`src/hw/icct_defines.svh`:
```
// Operation
// - overflow event pulses when the free counter wraps from all ones to zero.
// - six capture channels, each pulsing its own event on every new capture.
// - a per-channel selector routes any trigger pin to any capture channel.
// - each detected edge overwrites the capture value; unread values are lost.
// - software writes to capture registers are ignored.
// - filtered input changes only after three consecutive ticks at a new level.
// - each channel has a bypass that feeds the synchronised pin straight through.
// - time base divides the block clock by 1 to 128, codes 0 to 7.
// - all timing is derived from the single block clock.
// - two 32-bit compare values, each matched independently against the counter.
// - an enabled compare channel pulses a compare event on match; disabled sends none.
// - each compare channel toggles its output flip-flop on every match.
// - software can force each compare output high or low independently.
// - sleep is allowed only when the block is off or sleep is requested.
// - after sleep the counter continues from its held value.
// - system reset returns every register and all logic to defaults.
// - time base select sits in bits 6 to 4 of the control register at 0x00.
// - force-low clears the output unless force-high is written in the same access.
// - compare enables for channels 1 and 0 sit in control bits 9 and 8.
`ifndef ICCT_DEFINES_SVH
`define ICCT_DEFINES_SVH

// ==================================================================
// register offsets
`define ICCT_OFS_CTRL    8'h00
`define ICCT_OFS_CAPCTL0 8'h04
`define ICCT_OFS_CAPCTL1 8'h08
`define ICCT_OFS_FRT     8'h0c
`define ICCT_OFS_CAP0    8'h10
`define ICCT_OFS_CMP0    8'h28
`define ICCT_OFS_CMP1    8'h2c
`define ICCT_OFS_MUX     8'h30

// ==================================================================
// control register fields
`define ICCT_BIT_BLOCK_ON  0
`define ICCT_BIT_CNT_EN    1
`define ICCT_TBSEL_LSB     4
`define ICCT_TBSEL_MSB     6
`define ICCT_BIT_CMP_EN0   8
`define ICCT_BIT_CMP_EN1   9
`define ICCT_BIT_SET1      16
`define ICCT_BIT_SET0      17
`define ICCT_BIT_CLR1      24
`define ICCT_BIT_CLR0      25

// ==================================================================
// capture control byte per channel: edge[1:0], bypass[2], filter sel[7:5]
`define ICCT_CAP_BYPASS   2
`define ICCT_CAP_FSEL_LSB 5
`define ICCT_MUX_W        4
`define ICCT_PINS         16
`define ICCT_CHANNELS     6
`define ICCT_FILTER_TICKS 2'h2
`define ICCT_RST_WORD     32'h0000_0000
`define ICCT_ALL_ONES     32'hffff_ffff

`endif

```
`src/hw/icct_pkg.sv`:
```
`default_nettype none
package icct_pkg;

  typedef enum logic [1:0] {
    EDGE_FALL = 2'h0,
    EDGE_RISE = 2'h1,
    EDGE_BOTH = 2'h2,
    EDGE_OFF  = 2'h3
  } edge_mode_type;

  typedef struct packed {
    logic [6:0] cnt;
    logic       tick;
  } div_state_type;

  typedef struct packed {
    logic       level;
    logic [1:0] agree;
    logic       prev;
    logic       event_hit;
  } chan_state_type;

  typedef struct packed {
    logic [15:0]       sync1;
    logic [15:0]       sync2;
    logic              block_on;
    logic              cnt_en;
    logic [2:0]        timebase_select;
    logic [1:0]        cmp_en;
    logic [1:0]        tout;
    logic [31:0]       capctl0;
    logic [15:0]       capctl1;
    logic [23:0]       mux;
    logic [31:0]       frt;
    logic [1:0][31:0]  cmp;
    logic [5:0][31:0]  cap;
    logic              ovf_evt;
    logic [5:0]        cap_evt;
    logic [1:0]        cmp_evt;
    logic              sleep_ok;
    logic              pready;
    logic              pslverr;
    logic [31:0]       prdata;
  } icct_state_type;

endpackage : icct_pkg
`default_nettype wire

```
`src/hw/timebase_divider.sv`:
```
`include "icct_defines.svh"
`default_nettype none
module timebase_divider (
  input  wire logic       i_sys_clk,
  input  wire logic       i_rst_n,
  input  wire logic       i_run,
  input  wire logic [2:0] i_sel,
  output var  logic       o_tick
);

  icct_pkg::div_state_type st_r;
  icct_pkg::div_state_type st_nxt;
  logic [6:0]              mask;

  // ==================================================================
  // power-of-two divide; tick once every 2^sel clocks
  always_comb
  begin
    mask   = 7'((8'h01 << i_sel) - 8'h01);
    st_nxt = st_r;
    if (!i_run)
    begin
      st_nxt.cnt  = 7'h00; // restart so the first period is whole
      st_nxt.tick = 1'b0;
    end
    else
    begin
      st_nxt.cnt  = st_r.cnt + 7'h01;
      st_nxt.tick = ((st_r.cnt & mask) == mask);
    end
  end

  // state register
  always_ff @(posedge i_sys_clk or negedge i_rst_n)
  begin
    if (!i_rst_n)
      st_r <= '0;
    else
      st_r <= st_nxt;
  end

  assign o_tick = st_r.tick;

endmodule : timebase_divider
`default_nettype wire

```
`src/hw/capture_channel.sv`:
```
`include "icct_defines.svh"
`default_nettype none
module capture_channel (
  input  wire logic       i_sys_clk,
  input  wire logic       i_rst_n,
  input  wire logic       i_run,
  input  wire logic       i_pin,
  input  wire logic [1:0] i_edge,
  input  wire logic       i_bypass,
  input  wire logic [2:0] i_fsel,
  output var  logic       o_event
);

  icct_pkg::chan_state_type st_r;
  icct_pkg::chan_state_type st_nxt;
  logic                     filter_tick;
  logic                     cur;

  timebase_divider u_filter_div (
    .i_sys_clk (i_sys_clk),
    .i_rst_n   (i_rst_n),
    .i_run     (i_run),
    .i_sel     (i_fsel),
    .o_tick    (filter_tick)
  );

  // ==================================================================
  // noise filter and edge detect
  always_comb
  begin
    st_nxt = st_r;
    // level moves only after three ticks in a row at the new value
    if (filter_tick)
    begin
      if (i_pin == st_r.level)
        st_nxt.agree = 2'h0;
      else if (st_r.agree == `ICCT_FILTER_TICKS)
      begin
        st_nxt.level = i_pin;
        st_nxt.agree = 2'h0;
      end
      else
        st_nxt.agree = st_r.agree + 2'h1;
    end
    cur           = i_bypass ? i_pin : st_r.level;
    st_nxt.prev   = cur;
    st_nxt.event_hit = 1'b0;
    // programmed edge choice
    unique case (icct_pkg::edge_mode_type'(i_edge))
      icct_pkg::EDGE_FALL: st_nxt.event_hit = st_r.prev & ~cur;
      icct_pkg::EDGE_RISE: st_nxt.event_hit = ~st_r.prev & cur;
      icct_pkg::EDGE_BOTH: st_nxt.event_hit = st_r.prev ^ cur;
      icct_pkg::EDGE_OFF:  st_nxt.event_hit = 1'b0;
    endcase
    if (!i_run)
      st_nxt.event_hit = 1'b0;
  end

  // state register
  always_ff @(posedge i_sys_clk or negedge i_rst_n)
  begin
    if (!i_rst_n)
      st_r <= '0;
    else
      st_r <= st_nxt;
  end

  assign o_event = st_r.event_hit;

endmodule : capture_channel
`default_nettype wire

```
`src/hw/input_capture_compare_timer.sv`:
```
// Local design decisions: register access over APB and the register offsets.
`include "icct_defines.svh"
`default_nettype none
module input_capture_compare_timer (
  input  wire logic        i_sys_clk,
  input  wire logic        i_rst_n,
  // apb slave
  input  wire logic        i_psel,
  input  wire logic        i_penable,
  input  wire logic        i_pwrite,
  input  wire logic [7:0]  i_paddr,
  input  wire logic [31:0] i_pwdata,
  output var  logic        o_pready,
  output var  logic [31:0] o_prdata,
  output var  logic        o_pslverr,
  // pins and events
  input  wire logic [15:0] i_capture_trigger_pin,
  output var  logic        o_match_output_zero,
  output var  logic        o_match_output_one,
  output var  logic        o_overflow_evt,
  output var  logic [5:0]  o_capture_evt,
  output var  logic [1:0]  o_compare_evt,
  // power unit handshake
  input  wire logic        i_sleep_req,
  output var  logic        o_sleep_ok
);

  icct_pkg::icct_state_type st_r;
  icct_pkg::icct_state_type st_nxt;

  logic [5:0]  chan_hit;
  logic [5:0]  routed;
  logic [5:0]  chan_byte_bypass;
  logic        count_run;
  logic        count_tick;
  logic        wr_en;
  logic        setup;
  logic [31:0] frt_inc;
  logic [31:0] rd_word;
  logic        rd_ok;
  logic [1:0]  set_req;
  logic [1:0]  clr_req;
  logic [1:0]  match;
  logic [47:0] capctl_all;

  // ==================================================================
  // time base
  // sleep freezes the counter instead of clearing it
  assign count_run = st_r.block_on & st_r.cnt_en & ~i_sleep_req;

  timebase_divider u_count_div (
    .i_sys_clk (i_sys_clk),
    .i_rst_n   (i_rst_n),
    .i_run     (count_run),
    .i_sel     (st_r.timebase_select),
    .o_tick    (count_tick)
  );

  // ==================================================================
  // capture channels
  assign capctl_all = {st_r.capctl1, st_r.capctl0};

  genvar k;
  generate
    for (k = 0; k < `ICCT_CHANNELS; k = k + 1)
    begin : g_chan
      // any synchronised pin to any channel
      assign routed[k] = st_r.sync2[st_r.mux[k*`ICCT_MUX_W +: `ICCT_MUX_W]];
      assign chan_byte_bypass[k] = capctl_all[k*8 + `ICCT_CAP_BYPASS];

      capture_channel u_chan (
        .i_sys_clk (i_sys_clk),
        .i_rst_n   (i_rst_n),
        .i_run     (st_r.block_on),
        .i_pin     (routed[k]),
        .i_edge    (capctl_all[k*8 +: 2]),
        .i_bypass  (chan_byte_bypass[k]),
        .i_fsel    (capctl_all[k*8 + `ICCT_CAP_FSEL_LSB +: 3]),
        .o_event   (chan_hit[k])
      );
    end
  endgenerate

  // ==================================================================
  // apb decode: pready is registered in the setup cycle so every access
  // phase lasts exactly one clock
  assign setup = i_psel & ~i_penable;
  assign wr_en = i_psel & i_penable & i_pwrite & st_r.pready;

  // read mux; unmapped offsets flag an error
  always_comb
  begin
    rd_word = `ICCT_RST_WORD;
    rd_ok   = 1'b1;
    unique case (i_paddr)
      `ICCT_OFS_CTRL:
      begin
        rd_word[`ICCT_BIT_BLOCK_ON]             = st_r.block_on;
        rd_word[`ICCT_BIT_CNT_EN]               = st_r.cnt_en;
        rd_word[`ICCT_TBSEL_MSB:`ICCT_TBSEL_LSB] = st_r.timebase_select;
        rd_word[`ICCT_BIT_CMP_EN0]              = st_r.cmp_en[0];
        rd_word[`ICCT_BIT_CMP_EN1]              = st_r.cmp_en[1];
        rd_word[`ICCT_BIT_SET0]                 = st_r.tout[0];
        rd_word[`ICCT_BIT_SET1]                 = st_r.tout[1];
        rd_word[`ICCT_BIT_CLR0]                 = st_r.tout[0];
        rd_word[`ICCT_BIT_CLR1]                 = st_r.tout[1];
      end
      `ICCT_OFS_CAPCTL0: rd_word = st_r.capctl0;
      `ICCT_OFS_CAPCTL1: rd_word = {16'h0000, st_r.capctl1};
      `ICCT_OFS_FRT:     rd_word = st_r.frt;
      8'h10:             rd_word = st_r.cap[0];
      8'h14:             rd_word = st_r.cap[1];
      8'h18:             rd_word = st_r.cap[2];
      8'h1c:             rd_word = st_r.cap[3];
      8'h20:             rd_word = st_r.cap[4];
      8'h24:             rd_word = st_r.cap[5];
      `ICCT_OFS_CMP0:    rd_word = st_r.cmp[0];
      `ICCT_OFS_CMP1:    rd_word = st_r.cmp[1];
      `ICCT_OFS_MUX:     rd_word = {8'h00, st_r.mux};
      default:           rd_ok   = 1'b0;
    endcase
  end

  // ==================================================================
  // compare force requests decoded from a control write
  always_comb
  begin
    set_req = 2'b00;
    clr_req = 2'b00;
    if (wr_en && i_paddr == `ICCT_OFS_CTRL)
    begin
      set_req[0] = i_pwdata[`ICCT_BIT_SET0];
      set_req[1] = i_pwdata[`ICCT_BIT_SET1];
      // clear loses to a set of the same output in one access
      clr_req[0] = i_pwdata[`ICCT_BIT_CLR0] & ~i_pwdata[`ICCT_BIT_SET0];
      clr_req[1] = i_pwdata[`ICCT_BIT_CLR1] & ~i_pwdata[`ICCT_BIT_SET1];
    end
  end

  // matches are judged on the value the counter is about to take, so a
  // slow time base gives one event per match, not one per clock
  assign frt_inc  = st_r.frt + 32'h0000_0001; // natural 32-bit wrap
  assign match[0] = count_tick & st_r.cmp_en[0] & (frt_inc == st_r.cmp[0]);
  assign match[1] = count_tick & st_r.cmp_en[1] & (frt_inc == st_r.cmp[1]);

  // ==================================================================
  // next state
  always_comb
  begin
    st_nxt = st_r;

    // two-flop synchroniser on every pin
    st_nxt.sync1 = i_capture_trigger_pin;
    st_nxt.sync2 = st_r.sync1;

    // free-running counter and wrap event
    st_nxt.ovf_evt = 1'b0;
    if (count_tick)
    begin
      st_nxt.frt     = frt_inc;
      st_nxt.ovf_evt = (st_r.frt == `ICCT_ALL_ONES);
    end

    // capture: overwrite, older value lost, event each time
    for (int c = 0; c < `ICCT_CHANNELS; c++)
    begin
      st_nxt.cap_evt[c] = chan_hit[c];
      if (chan_hit[c])
        st_nxt.cap[c] = st_r.frt;
    end

    // compare events and toggle flops
    st_nxt.cmp_evt = match;
    st_nxt.tout    = st_r.tout ^ match;
    // software force overrides a simultaneous toggle
    st_nxt.tout = (st_nxt.tout | set_req) & ~clr_req;

    // register writes; capture words are read-only
    if (wr_en)
    begin
      unique case (i_paddr)
        `ICCT_OFS_CTRL:
        begin
          st_nxt.block_on  = i_pwdata[`ICCT_BIT_BLOCK_ON];
          st_nxt.cnt_en    = i_pwdata[`ICCT_BIT_CNT_EN];
          st_nxt.timebase_select = i_pwdata[`ICCT_TBSEL_MSB:`ICCT_TBSEL_LSB];
          st_nxt.cmp_en[0] = i_pwdata[`ICCT_BIT_CMP_EN0];
          st_nxt.cmp_en[1] = i_pwdata[`ICCT_BIT_CMP_EN1];
        end
        `ICCT_OFS_CAPCTL0: st_nxt.capctl0 = i_pwdata;
        `ICCT_OFS_CAPCTL1: st_nxt.capctl1 = i_pwdata[15:0];
        // a software load wins over a tick in the same cycle
        `ICCT_OFS_FRT:     st_nxt.frt     = i_pwdata;
        `ICCT_OFS_CMP0:    st_nxt.cmp[0]  = i_pwdata;
        `ICCT_OFS_CMP1:    st_nxt.cmp[1]  = i_pwdata;
        `ICCT_OFS_MUX:     st_nxt.mux     = i_pwdata[23:0];
        default:           st_nxt.mux     = st_r.mux; // writes elsewhere dropped
      endcase
    end

    // low power only while off or asked to sleep
    st_nxt.sleep_ok = ~st_r.block_on | i_sleep_req;

    // apb answer registered in setup, shown during access
    st_nxt.pready  = setup;
    st_nxt.pslverr = setup & ~rd_ok;
    if (setup && !i_pwrite)
      st_nxt.prdata = rd_word;
  end

  // ==================================================================
  // single state register; async reset loads constants only
  always_ff @(posedge i_sys_clk or negedge i_rst_n)
  begin
    if (!i_rst_n)
      st_r <= '0;
    else
      st_r <= st_nxt;
  end

  // ==================================================================
  // outputs straight from flops
  assign o_pready            = st_r.pready;
  assign o_prdata            = st_r.prdata;
  assign o_pslverr           = st_r.pslverr;
  assign o_match_output_zero = st_r.tout[0];
  assign o_match_output_one  = st_r.tout[1];
  assign o_overflow_evt      = st_r.ovf_evt;
  assign o_capture_evt       = st_r.cap_evt;
  assign o_compare_evt       = st_r.cmp_evt; // already gated by the cmp_en bits in match
  assign o_sleep_ok          = st_r.sleep_ok;

endmodule : input_capture_compare_timer
`default_nettype wire

```
`config.mk`:
```
export PLATFORM = sky130hd
export DESIGN_NAME = input_capture_compare_timer
export DESIGN_NICKNAME = d
export VERILOG_FILES = /design/src/hw/icct_pkg.sv /design/src/hw/timebase_divider.sv /design/src/hw/capture_channel.sv /design/src/hw/input_capture_compare_timer.sv
export VERILOG_INCLUDE_DIRS = /design/src /design/src/hw
export SDC_FILE = /design/constraint.sdc
export NUM_CORES = 1
export LEC_CHECK = 0
export BUFFER_PORTS_ARGS = -buffer_cell sky130_fd_sc_hd__buf_2
export CAP_MARGIN = 20
export CORE_MARGIN = 2
export CORE_UTILIZATION = 50
export DETAILED_ROUTE_END_ITERATION = 10
export GPL_TIMING_DRIVEN = 0
export PLACE_DENSITY_LB_ADDON = 0.1
export SLEW_MARGIN = 10
export SYNTH_ARGS = -nofsm -noshare
export SYNTH_HDL_FRONTEND = slang
export SYNTH_SLANG_ARGS = --single-unit
```
`constraint.sdc`:
```
create_clock -name i_sys_clk -period 2.79 [get_ports i_sys_clk]
set_input_delay 0 -clock i_sys_clk [delete_from_list [all_inputs] [get_ports i_sys_clk]]
set_output_delay 0 -clock i_sys_clk [all_outputs]
set_load 0.01 [all_outputs]
```
==> out/metrics.cfg, run 1 <==
[sta]
skew_ns=0.0487
rsz0062_at_grt=yes
relSlewSlack=0.137
finalHoldViolations=0
worst_pin_slew_ns=1.29
setup_tns_ns=-1.20
slew_viol_final=0
finalSetupViolations=5
fin_crit_sh=1.13
worst_slack_ns=-0.350
fmax_ghz=0.318
fin_crit_ns=3.14

[floorplanning]
dieHeight_um=232
dieArea_sq_um=53700
placementRows=83
pin_count=108
die_x_um=232
core_area_sq_um=51300
initial_utilization=0.506

[worst_setup_path]
worst_setup_path_end_kind=register
crit_buf_inv=1
path_class=reg -> reg
worstPathRequired_ns=3.27
slowest_stage=or4_4
cp-start-kind=register
worstReg2RegStart=st_r[300]
critPathMaxFanout=4
r2r-end=o_match_output_one
startpoint=st_r[300]
r2r_cells=10
arrival_ns=3.62
rrSetupSlack_ns=-0.35
cp_top_family=simple AND/OR/NAND/NOR gates
slowest_delay_ns=0.57
crit_chain=buf_4 > nand3_4 > or3_4 > or4_4 > xor2_4 > o211ai_1 > nor4bb_2 > and4_4 > xnor2_1 > o21ai_1

[power]
power_leakage_nw=14.2
power.density_nw_per_um2=548
ir_worst_vdd_mv=0.485

[finish]
nNetsFinal=2542
mostFrequentLayoutCell=dfrtp_1
layout_common_cells=dfrtp_1, mux2_2, nor2_1
multi_input_area_sq_um=11900
final_area_sq_um=31000
regArea_sq_um=13300
area_growth_pct=19.7
stdcell_count=3183
fillers=4203
layout-drive-gt1-share=0.300

[global_routing]
grt_pass1_vias=19427
grt_usage=0.351
grt_overflow=0
grt_pass1_wl_um=135000
antenna_found_initial=8
grt_max_degree=106

[cts]
clk_pin_slew_ns=0.07
cts.htree.levels=2
cts_tree=yes
cts_buffer_depth=3
numCtsBuffers=58
clk_latency_ns=0.64
numClockSinks=531
root_buffer=clkbuf_16

[place]
place_hpwl_um=67500
gp_congestion=0.987
io_buffers=107
place_area_sq_um=27700
dp.cells=2974
dp_slack_ns=-0.821

[yosys]
synth-main-ff-cell=dfrtp_1
synth_cell_types=70
synth-edff-count=0
synthesis.nets=2256
synth_area_sq_um=25900
synth.ff_latch_count=531
syn_inst=2169
avgSynthCellArea_sq_um=12.0
async_reset_ff_frac=1.00
yosysSeqAreaShare=0.512
yosys_warnings=0

[worst_hold_path]
hold_class=in -> reg
worst_hold_path.num_cells=5
worstHoldEndpoint=o_prdata[18]
holdCritStartpoint=i_penable

[detailed_routing]
vias_per_cell=6.25
drt_wl_total_um=93600
drc=0
drtPass1Iterations=7
route.vias.total=19885
drtAntennaViolNets=0
dr.first_iter.drc_count=2204
wl_per_cell_um=29.4

[flow_run]
maxCapViolCount=0

[outcome]
run_status=finished with violations
violations=setup timing

[layout make-up]
| class | instances | share of cell area |
|---|---|---|
| plain buffers | 186 | 0.0304 |
| clock buffers | 73 | 0.0505 |
| well taps | 680 | 0.0274 |
| multi-input cells | 1407 | 0.383 |
| diodes | 1 | 0.0000806 |
| inverters | 37 | 0.00447 |
| repair buffers | 234 | 0.0609 |
| clock inverters | 34 | 0.0152 |
| flip-flops and latches | 531 | 0.428 |
[registers in the layout, summed over array words and instances, names as in the netlist, 7 cells and up]
register                         cells
g_chan.u_chan.u_filter_div.st_r     42
u_count_div.st_r                     7
capctl_all                          48
o_prdata                            32
st_r                               335
st_nxt                              16
g_chan.u_chan.st_r                  24
[per-stage QoR]
| step | hold slack [ns] | power (mW) | util |
|---|---|---|---|
| 2_1_floorplan | -0.296 | 8.40 | - |
| 3_3_place_gp | 0.108 | 8.85 | 0.533 |
| 3_5_place_dp | 0.0108 | 8.89 | 0.539 |
| 4_1_cts | 0.0737 | 17.1 | 0.600 |
| 5_1_grt | 0.190 | 17.5 | 0.605 |
| 6_report | 0.116 | 17.0 | 0.605 |
[repair_timing]
item / 4_1_cts / 5_1_grt
hold endpoints to repair: 561 / 0
setup endpoints to repair: 26 / 9
setup buffers: 15 / 19
hold buffers: 73 / 0
resized for setup: 49 / 29
gates cloned: 0 / 0
pin swaps: 14 / 16
[routing by layer]
metal / part of all wire / GRT usage
met1: 0.43 / 0.495
met2: 0.44 / 0.528
met3: 0.085 / 0.0736
met4: 0.045 / 0.148
met5: 0.00042 / 0
[Yosys cell counts, drive strengths merged, types with 8 or more instances]
cell type	number	area, sq um
a21oi	51	255
a221oi	60	526
a222oi	13	130
a22o	46	403
a22oi	64	480
a31oi	19	119
and2	42	263
and3	24	150
and4	8	72.6
buf	94	532
clkbuf	100	375
dfrtp	531	13300
ha	25	313
inv	37	139
mux2	349	3930
mux2i	23	230
mux4	30	676
nand2	106	398
nand3	48	240
nand3b	11	82.6
nand4	38	259
nor2	113	424
nor2b	19	119
nor3	20	105
nor4	11	81.3
o2111ai	8	70.1
o21a	14	105
o21ai	44	220
or3	13	86.3
xnor2	89	780
xor2	53	472
[cell families after synthesis]
group / after synthesis / synth area share
AND/OR/NAND/NOR: 469 / 0.0925
flip-flops: 531 / 0.512
AO/OA/AOI/OAI: 364 / 0.104
multiplexers: 402 / 0.186
buffers and inverters: 231 / 0.0403
XOR/XNOR: 147 / 0.0527
adder cells (fa/ha/maj): 25 / 0.0121
[where the power goes]
group	switching, mW	total (mW)	internal (mW)
registers	0.0885	7.91	7.82
clock network	3.32	8.16	4.84
logic	0.527	0.947	0.420
total	3.94	17.0	13.1
[tightest hold or removal path, stage by stage]
cell	delay (ns)
buf_2	0.08
nand2b_1	0.12
nor2_1	0.23
nand2_1	0.15
o22a_1	0.12
[worst max-delay path by stage]
stage	slack (ns)	endpoint	cells after the start
final	-0.35	o_match_output_one	10
after global routing	-0.36	o_match_output_zero	11
after CTS	-0.29	o_match_output_one	10
after detailed placement	-0.82	o_match_output_zero	11
after global placement	-9.09	g_chan[2].u_chan.u_filter_div.st_r[1]	1
after floorplan	0.01	o_match_output_zero	11
Note: power is estimated with default switching activity, not from simulation.
==> inputs of run 2 (changes only) <==
--- a/config.mk
+++ b/config.mk
@@ -8,8 +8,10 @@
 export LEC_CHECK = 0
 export BUFFER_PORTS_ARGS = -buffer_cell sky130_fd_sc_hd__buf_2
 export CAP_MARGIN = 20
+export CELL_PAD_IN_SITES_DETAIL_PLACEMENT = 1
+export CELL_PAD_IN_SITES_GLOBAL_PLACEMENT = 1
 export CORE_MARGIN = 2
-export CORE_UTILIZATION = 50
+export CORE_UTILIZATION = 35
 export DETAILED_ROUTE_END_ITERATION = 10
 export GPL_TIMING_DRIVEN = 0
 export PLACE_DENSITY_LB_ADDON = 0.1
==> out/metrics.cfg, run 2 (synthesis gave the netlist of run 1 again) <==
[sta]
skew_ns=0.0125
worst_slack_ns=-0.341
slew_viol_final=0
rsz0062_at_grt=yes
fin_crit_ns=3.13
relSlewSlack=0.205
fin_crit_sh=1.12
worst_pin_slew_ns=1.19
fmax_ghz=0.319
finalSetupViolations=5
finalHoldViolations=0

[power]
ir_worst_vdd_mv=0.513
power_leakage_nw=14.4
power.density_nw_per_um2=543

[detailed_routing]
wl_met2_um=48600
drtAntennaViolNets=0
dr.first_iter.drc_count=1657
wl_met3_um=6800
drc=0
route.vias.total=19740
wl_per_cell_um=30.7
wl_met1_um=47400
drtPass1Iterations=8
drt_wl_total_um=106000
vias_per_cell=5.70
top_layer_used=met4

[finish]
mostFrequentLayoutCell=dfrtp_1
stdcell_count=3462
area_growth_pct=21.7
largest_register_ffs=335
nNetsFinal=2546
regMostFlops=st_r
layout_common_cells=dfrtp_1, mux2_2, nor2_1
layout-drive-gt1-share=0.311

[place]
io_buffers=107
dp_slack_ns=-1.22
dp.cells=3261
place_hpwl_um=78000
gp_congestion=0.938

[cts]
cts_buffer_depth=3
root_buffer=clkbuf_16
numClockSinks=531
cts_tree=yes
clk_pin_slew_ns=0.06
numCtsBuffers=61
clk_latency_ns=0.65
cts.htree.levels=2

[floorplanning]
pin_count=108
die_x_um=276
dieArea_sq_um=76300
core_area_sq_um=73200
placementRows=99
dieHeight_um=276
initial_utilization=0.354

[worst_setup_path]
worst_setup_path_end_kind=register
cp-start-kind=register
crit_chain=ha_2 > buf_6 > nand4_1 > or4_4 > nor3_4 > xnor2_2 > o21ai_2 > or3_4 > nor4_4 > and2_4 > o21ai_2
worstPathRequired_ns=3.31
slowest_delay_ns=0.64
critPathMaxFanout=7
arrival_ns=3.65
r2r-end=o_match_output_zero
slowest_stage=or4_4
r2r_cells=11
cpMostUsedCell=o21ai_2
worstReg2RegStart=st_r[301]
rrSetupSlack_ns=-0.34
path_class=reg -> reg

[flow_run]
maxCapViolCount=0

[global_routing]
grt_pass1_wl_um=152000
antenna_found_initial=12
grt_usage=0.277
grt_pass1_vias=20662
grt_max_degree=111
grt_overflow=0

[outcome]
run_status=finished with violations
violations=setup timing

[worst_hold_path]
hold_class=in -> async

run 2: how the worst max path moves through the flow:
| stage | startpoint | end | slack (ns) | cells past startpoint |
|---|---|---|---|---|
| 2_1_floorplan | st_r[300] | o_match_output_zero | 0.01 | 11 |
| 3_3_place_gp | i_rst_n | g_chan[2].u_chan.u_filter_div.st_r[5] | -9.69 | 1 |
| 3_5_place_dp | st_r[344] | g_chan[3].u_chan.o_event | -1.22 | 9 |
| 4_1_cts | st_r[301] | o_match_output_one | -0.29 | 10 |
| 5_1_grt | st_r[300] | o_match_output_zero | -0.41 | 11 |
| 6_report | st_r[301] | o_match_output_zero | -0.34 | 11 |
run 2: critical path: cells and delay by family, from the launching register on:
| kind | cells | cell delay (ns) |
|---|---|---|
| xor gates and xnor gates | 1 | 0.18 |
| AOI/OAI and AO/OA | 2 | 0.14 |
| and+or+nand+nor | 6 | 2.03 |
| buffers and inverters | 1 | 0.12 |
| DFF | 1 | 0.35 |
| adders and majority gates | 1 | 0.18 |
run 2: final cells by class:
type	count	area (sq um)
Antenna cell	2	5.00
Multi-Input combinational cell	1407	12000
Buffer	187	946
Timing Repair Buffer	234	1960
Clock buffer	83	1760
Inverter	37	139
Clock inverter	22	268
Sequential cell	531	13300
Tap cell	959	1200
Fill cell	7676	41600
run 2: repair_timing:
action / CTS / global route
endpoints found under the setup margin: 36 / 19
hold endpoints to repair: 538 / 0
setup buffers: 14 / 13
pin swaps: 20 / 21
gates resized for setup: 55 / 45
gates cloned: 0 / 0
hold buffers: 73 / 0
run 2: metal layers:
metal,global-route usage,vias up
met3,0.0506,153
met4,0.0890,0
met1,0.386,10472
met2,0.438,639
met5,0,-
li1,-,8476
run 2: power breakdown:
part / internal [mW] / switching, mW
sequential: 7.82 / 0.0907
clock: 4.84 / 3.40
combinational: 0.432 / 0.556
run 2: per-stage QoR:
| step | setup TNS, ns | util | area (sq um) | power [mW] | hold WS [ns] |
|---|---|---|---|---|---|
| floorplan | 0 | - | 26000 | 8.40 | -0.296 |
| global placement | -5164.90 | 0.378 | 27700 | 8.89 | 0.109 |
| detailed placement | -46.26 | 0.385 | 28100 | 8.94 | 0.0250 |
| CTS | -1.16 | 0.427 | 31300 | 17.3 | 0.0229 |
| global route | -1.55 | 0.431 | 31600 | 17.7 | 0.0446 |
| finish | -1.15 | 0.431 | 31600 | 17.1 | 0.00262 |
==> inputs of run 3 (changes only) <==
--- a/config.mk
+++ b/config.mk
@@ -15,6 +15,8 @@
 export DETAILED_ROUTE_END_ITERATION = 10
 export GPL_TIMING_DRIVEN = 0
 export PLACE_DENSITY_LB_ADDON = 0.1
+export REMOVE_ABC_BUFFERS = 1
+export SKIP_LAST_GASP = 1
 export SLEW_MARGIN = 10
 export SYNTH_ARGS = -nofsm -noshare
 export SYNTH_HDL_FRONTEND = slang
==> out/metrics.cfg, run 3 (synthesis gave the netlist of run 1 again) <==
[worst_setup_path]
path_class=reg -> reg
worst_setup_path_end_kind=register
cp-start-kind=register
worstPathRequired_ns=3.33
crit_chain=ha_4 > and4_4 > nand3_4 > or4_4 > xor2_4 > xnor2_2 > or3_4 > nor4_4 > and2_4 > buf_4
critPathMaxFanout=6
slowest_delay_ns=0.56
crit_buf_inv=1
cp_top_family=simple AND/OR/NAND/NOR gates
slowest_stage=or4_4
arrival_ns=3.50

[cts]
cts_buffer_depth=3
numClockSinks=531
root_buffer=clkbuf_16
clk_latency_ns=0.60
numCtsBuffers=66
cts.htree.levels=3
cts_tree=yes
clk_pin_slew_ns=0.06

[detailed_routing]
dr.first_iter.drc_count=1002
route.vias.total=18515
vias_per_cell=5.55
drtAntennaViolNets=0
drc=0
drtPass1Iterations=6
drt_wl_total_um=86700
wl_per_cell_um=26.0

[power]
power.density_nw_per_um2=552
fin_total_pwr_mw=17.5
power_leakage_nw=14.3
ir_worst_vdd_mv=0.360

[finish]
layout-drive-gt1-share=0.347
nNetsFinal=2414
fillers=7567
largest_register_ffs=335
area_growth_pct=22.1
regMostFlops=st_r
final_util=0.433
mostFrequentLayoutCell=dfrtp_1
layout_common_cells=dfrtp_1, mux2_2, buf_2

[floorplanning]
dieArea_sq_um=76300
initial_utilization=0.354
pin_count=108
dieHeight_um=276
die_x_um=276
placementRows=99
core_area_sq_um=73200

[sta]
skew_ns=0.0163
worst_slack_ns=-0.166
rsz0062_at_grt=yes
slew_viol_final=0
fin_crit_ns=2.96
fin_crit_sh=1.06
relSlewSlack=0.276
worst_pin_slew_ns=1.08
finalSetupViolations=3
finalHoldViolations=0
fmax_ghz=0.338

[place]
place_hpwl_um=59900
io_buffers=107
dp_slack_ns=-1.27
gp_congestion=0.850

[outcome]
violations=setup timing
run_status=finished with violations

[global_routing]
antenna_found_initial=2
grt_pass1_vias=20131
grt_max_degree=106
grt_pass1_wl_um=132000
grt_overflow=0
grt_usage=0.229

[flow_run]
maxCapViolCount=0

[worst_hold_path]
hold_class=in -> reg

run 3: layout make-up:
class                      instances  area [sq um]  share of cell area
clock buffer                     102          2060              0.0651
tap                              959          1200              0.0379
timing repair buffer             284          2650              0.0836
clock inverter                    17           175             0.00553
antenna                            1          2.50           0.0000790
inverter                          37           139             0.00439
sequential                       531         13400               0.422
multi-input combinational       1407         12100               0.382
run 3: final timing paths:
kind	from	endpoint	cells past startpoint	slack (ns)
worst max-delay path	st_r[300]	o_compare_evt[0]	10	-0.17
worst min-delay path	i_capture_trigger_pin[10]	st_nxt[423]	2	0.03
worst max register to register	st_r[300]	o_compare_evt[0]	10	-0.17
worst min register to register	st_nxt[428]	st_r[428]	0	0.35
max in group asynchronous	i_rst_n	g_chan[0].u_chan.o_event	6	0.77
min in group asynchronous	i_rst_n	g_chan[3].u_chan.u_filter_div.st_r[7]	4	0.54
run 3: per-layer routing:
layer	share of wire	vias up	global-route usage
met5	0.00014	-	0
met4	0.025	2	0.0607
met3	0.032	130	0.0310
met2	0.50	328	0.400
met1	0.44	9823	0.298
li1	-	8232	-
run 3: power by group:
part	switching, mW	internal (mW)	total [mW]
combinational	0.486	0.334	0.820
clock	3.39	5.37	8.76
sequential	0.0932	7.82	7.91
total	3.97	13.5	17.5
run 3: stage by stage:
| stage | setup TNS [ns] | cells | hold WS [ns] | area, sq um |
|---|---|---|---|---|
| 2_1_floorplan | -41.12 | 1975 | -0.296 | 25000 |
| 3_3_place_gp | -5827.05 | 3041 | 0.108 | 26800 |
| 3_5_place_dp | -9.63 | 3077 | -0.0461 | 27800 |
| 4_1_cts | -0.156 | 3320 | 0.000502 | 31500 |
| 5_1_grt | -0.710 | 3337 | 0.00995 | 31700 |
| 6_report | -0.433 | 3338 | 0.0318 | 31700 |
run 3: repair_timing:
action | CTS | global route
setup endpoints to repair | 26 | 24
pin swaps | 16 | 20
hold buffers | 60 | 0
endpoints found under the hold margin | 471 | 0
cloned | 0 | 0
resized for setup | 89 | 18
buffers inserted | 64 | 17
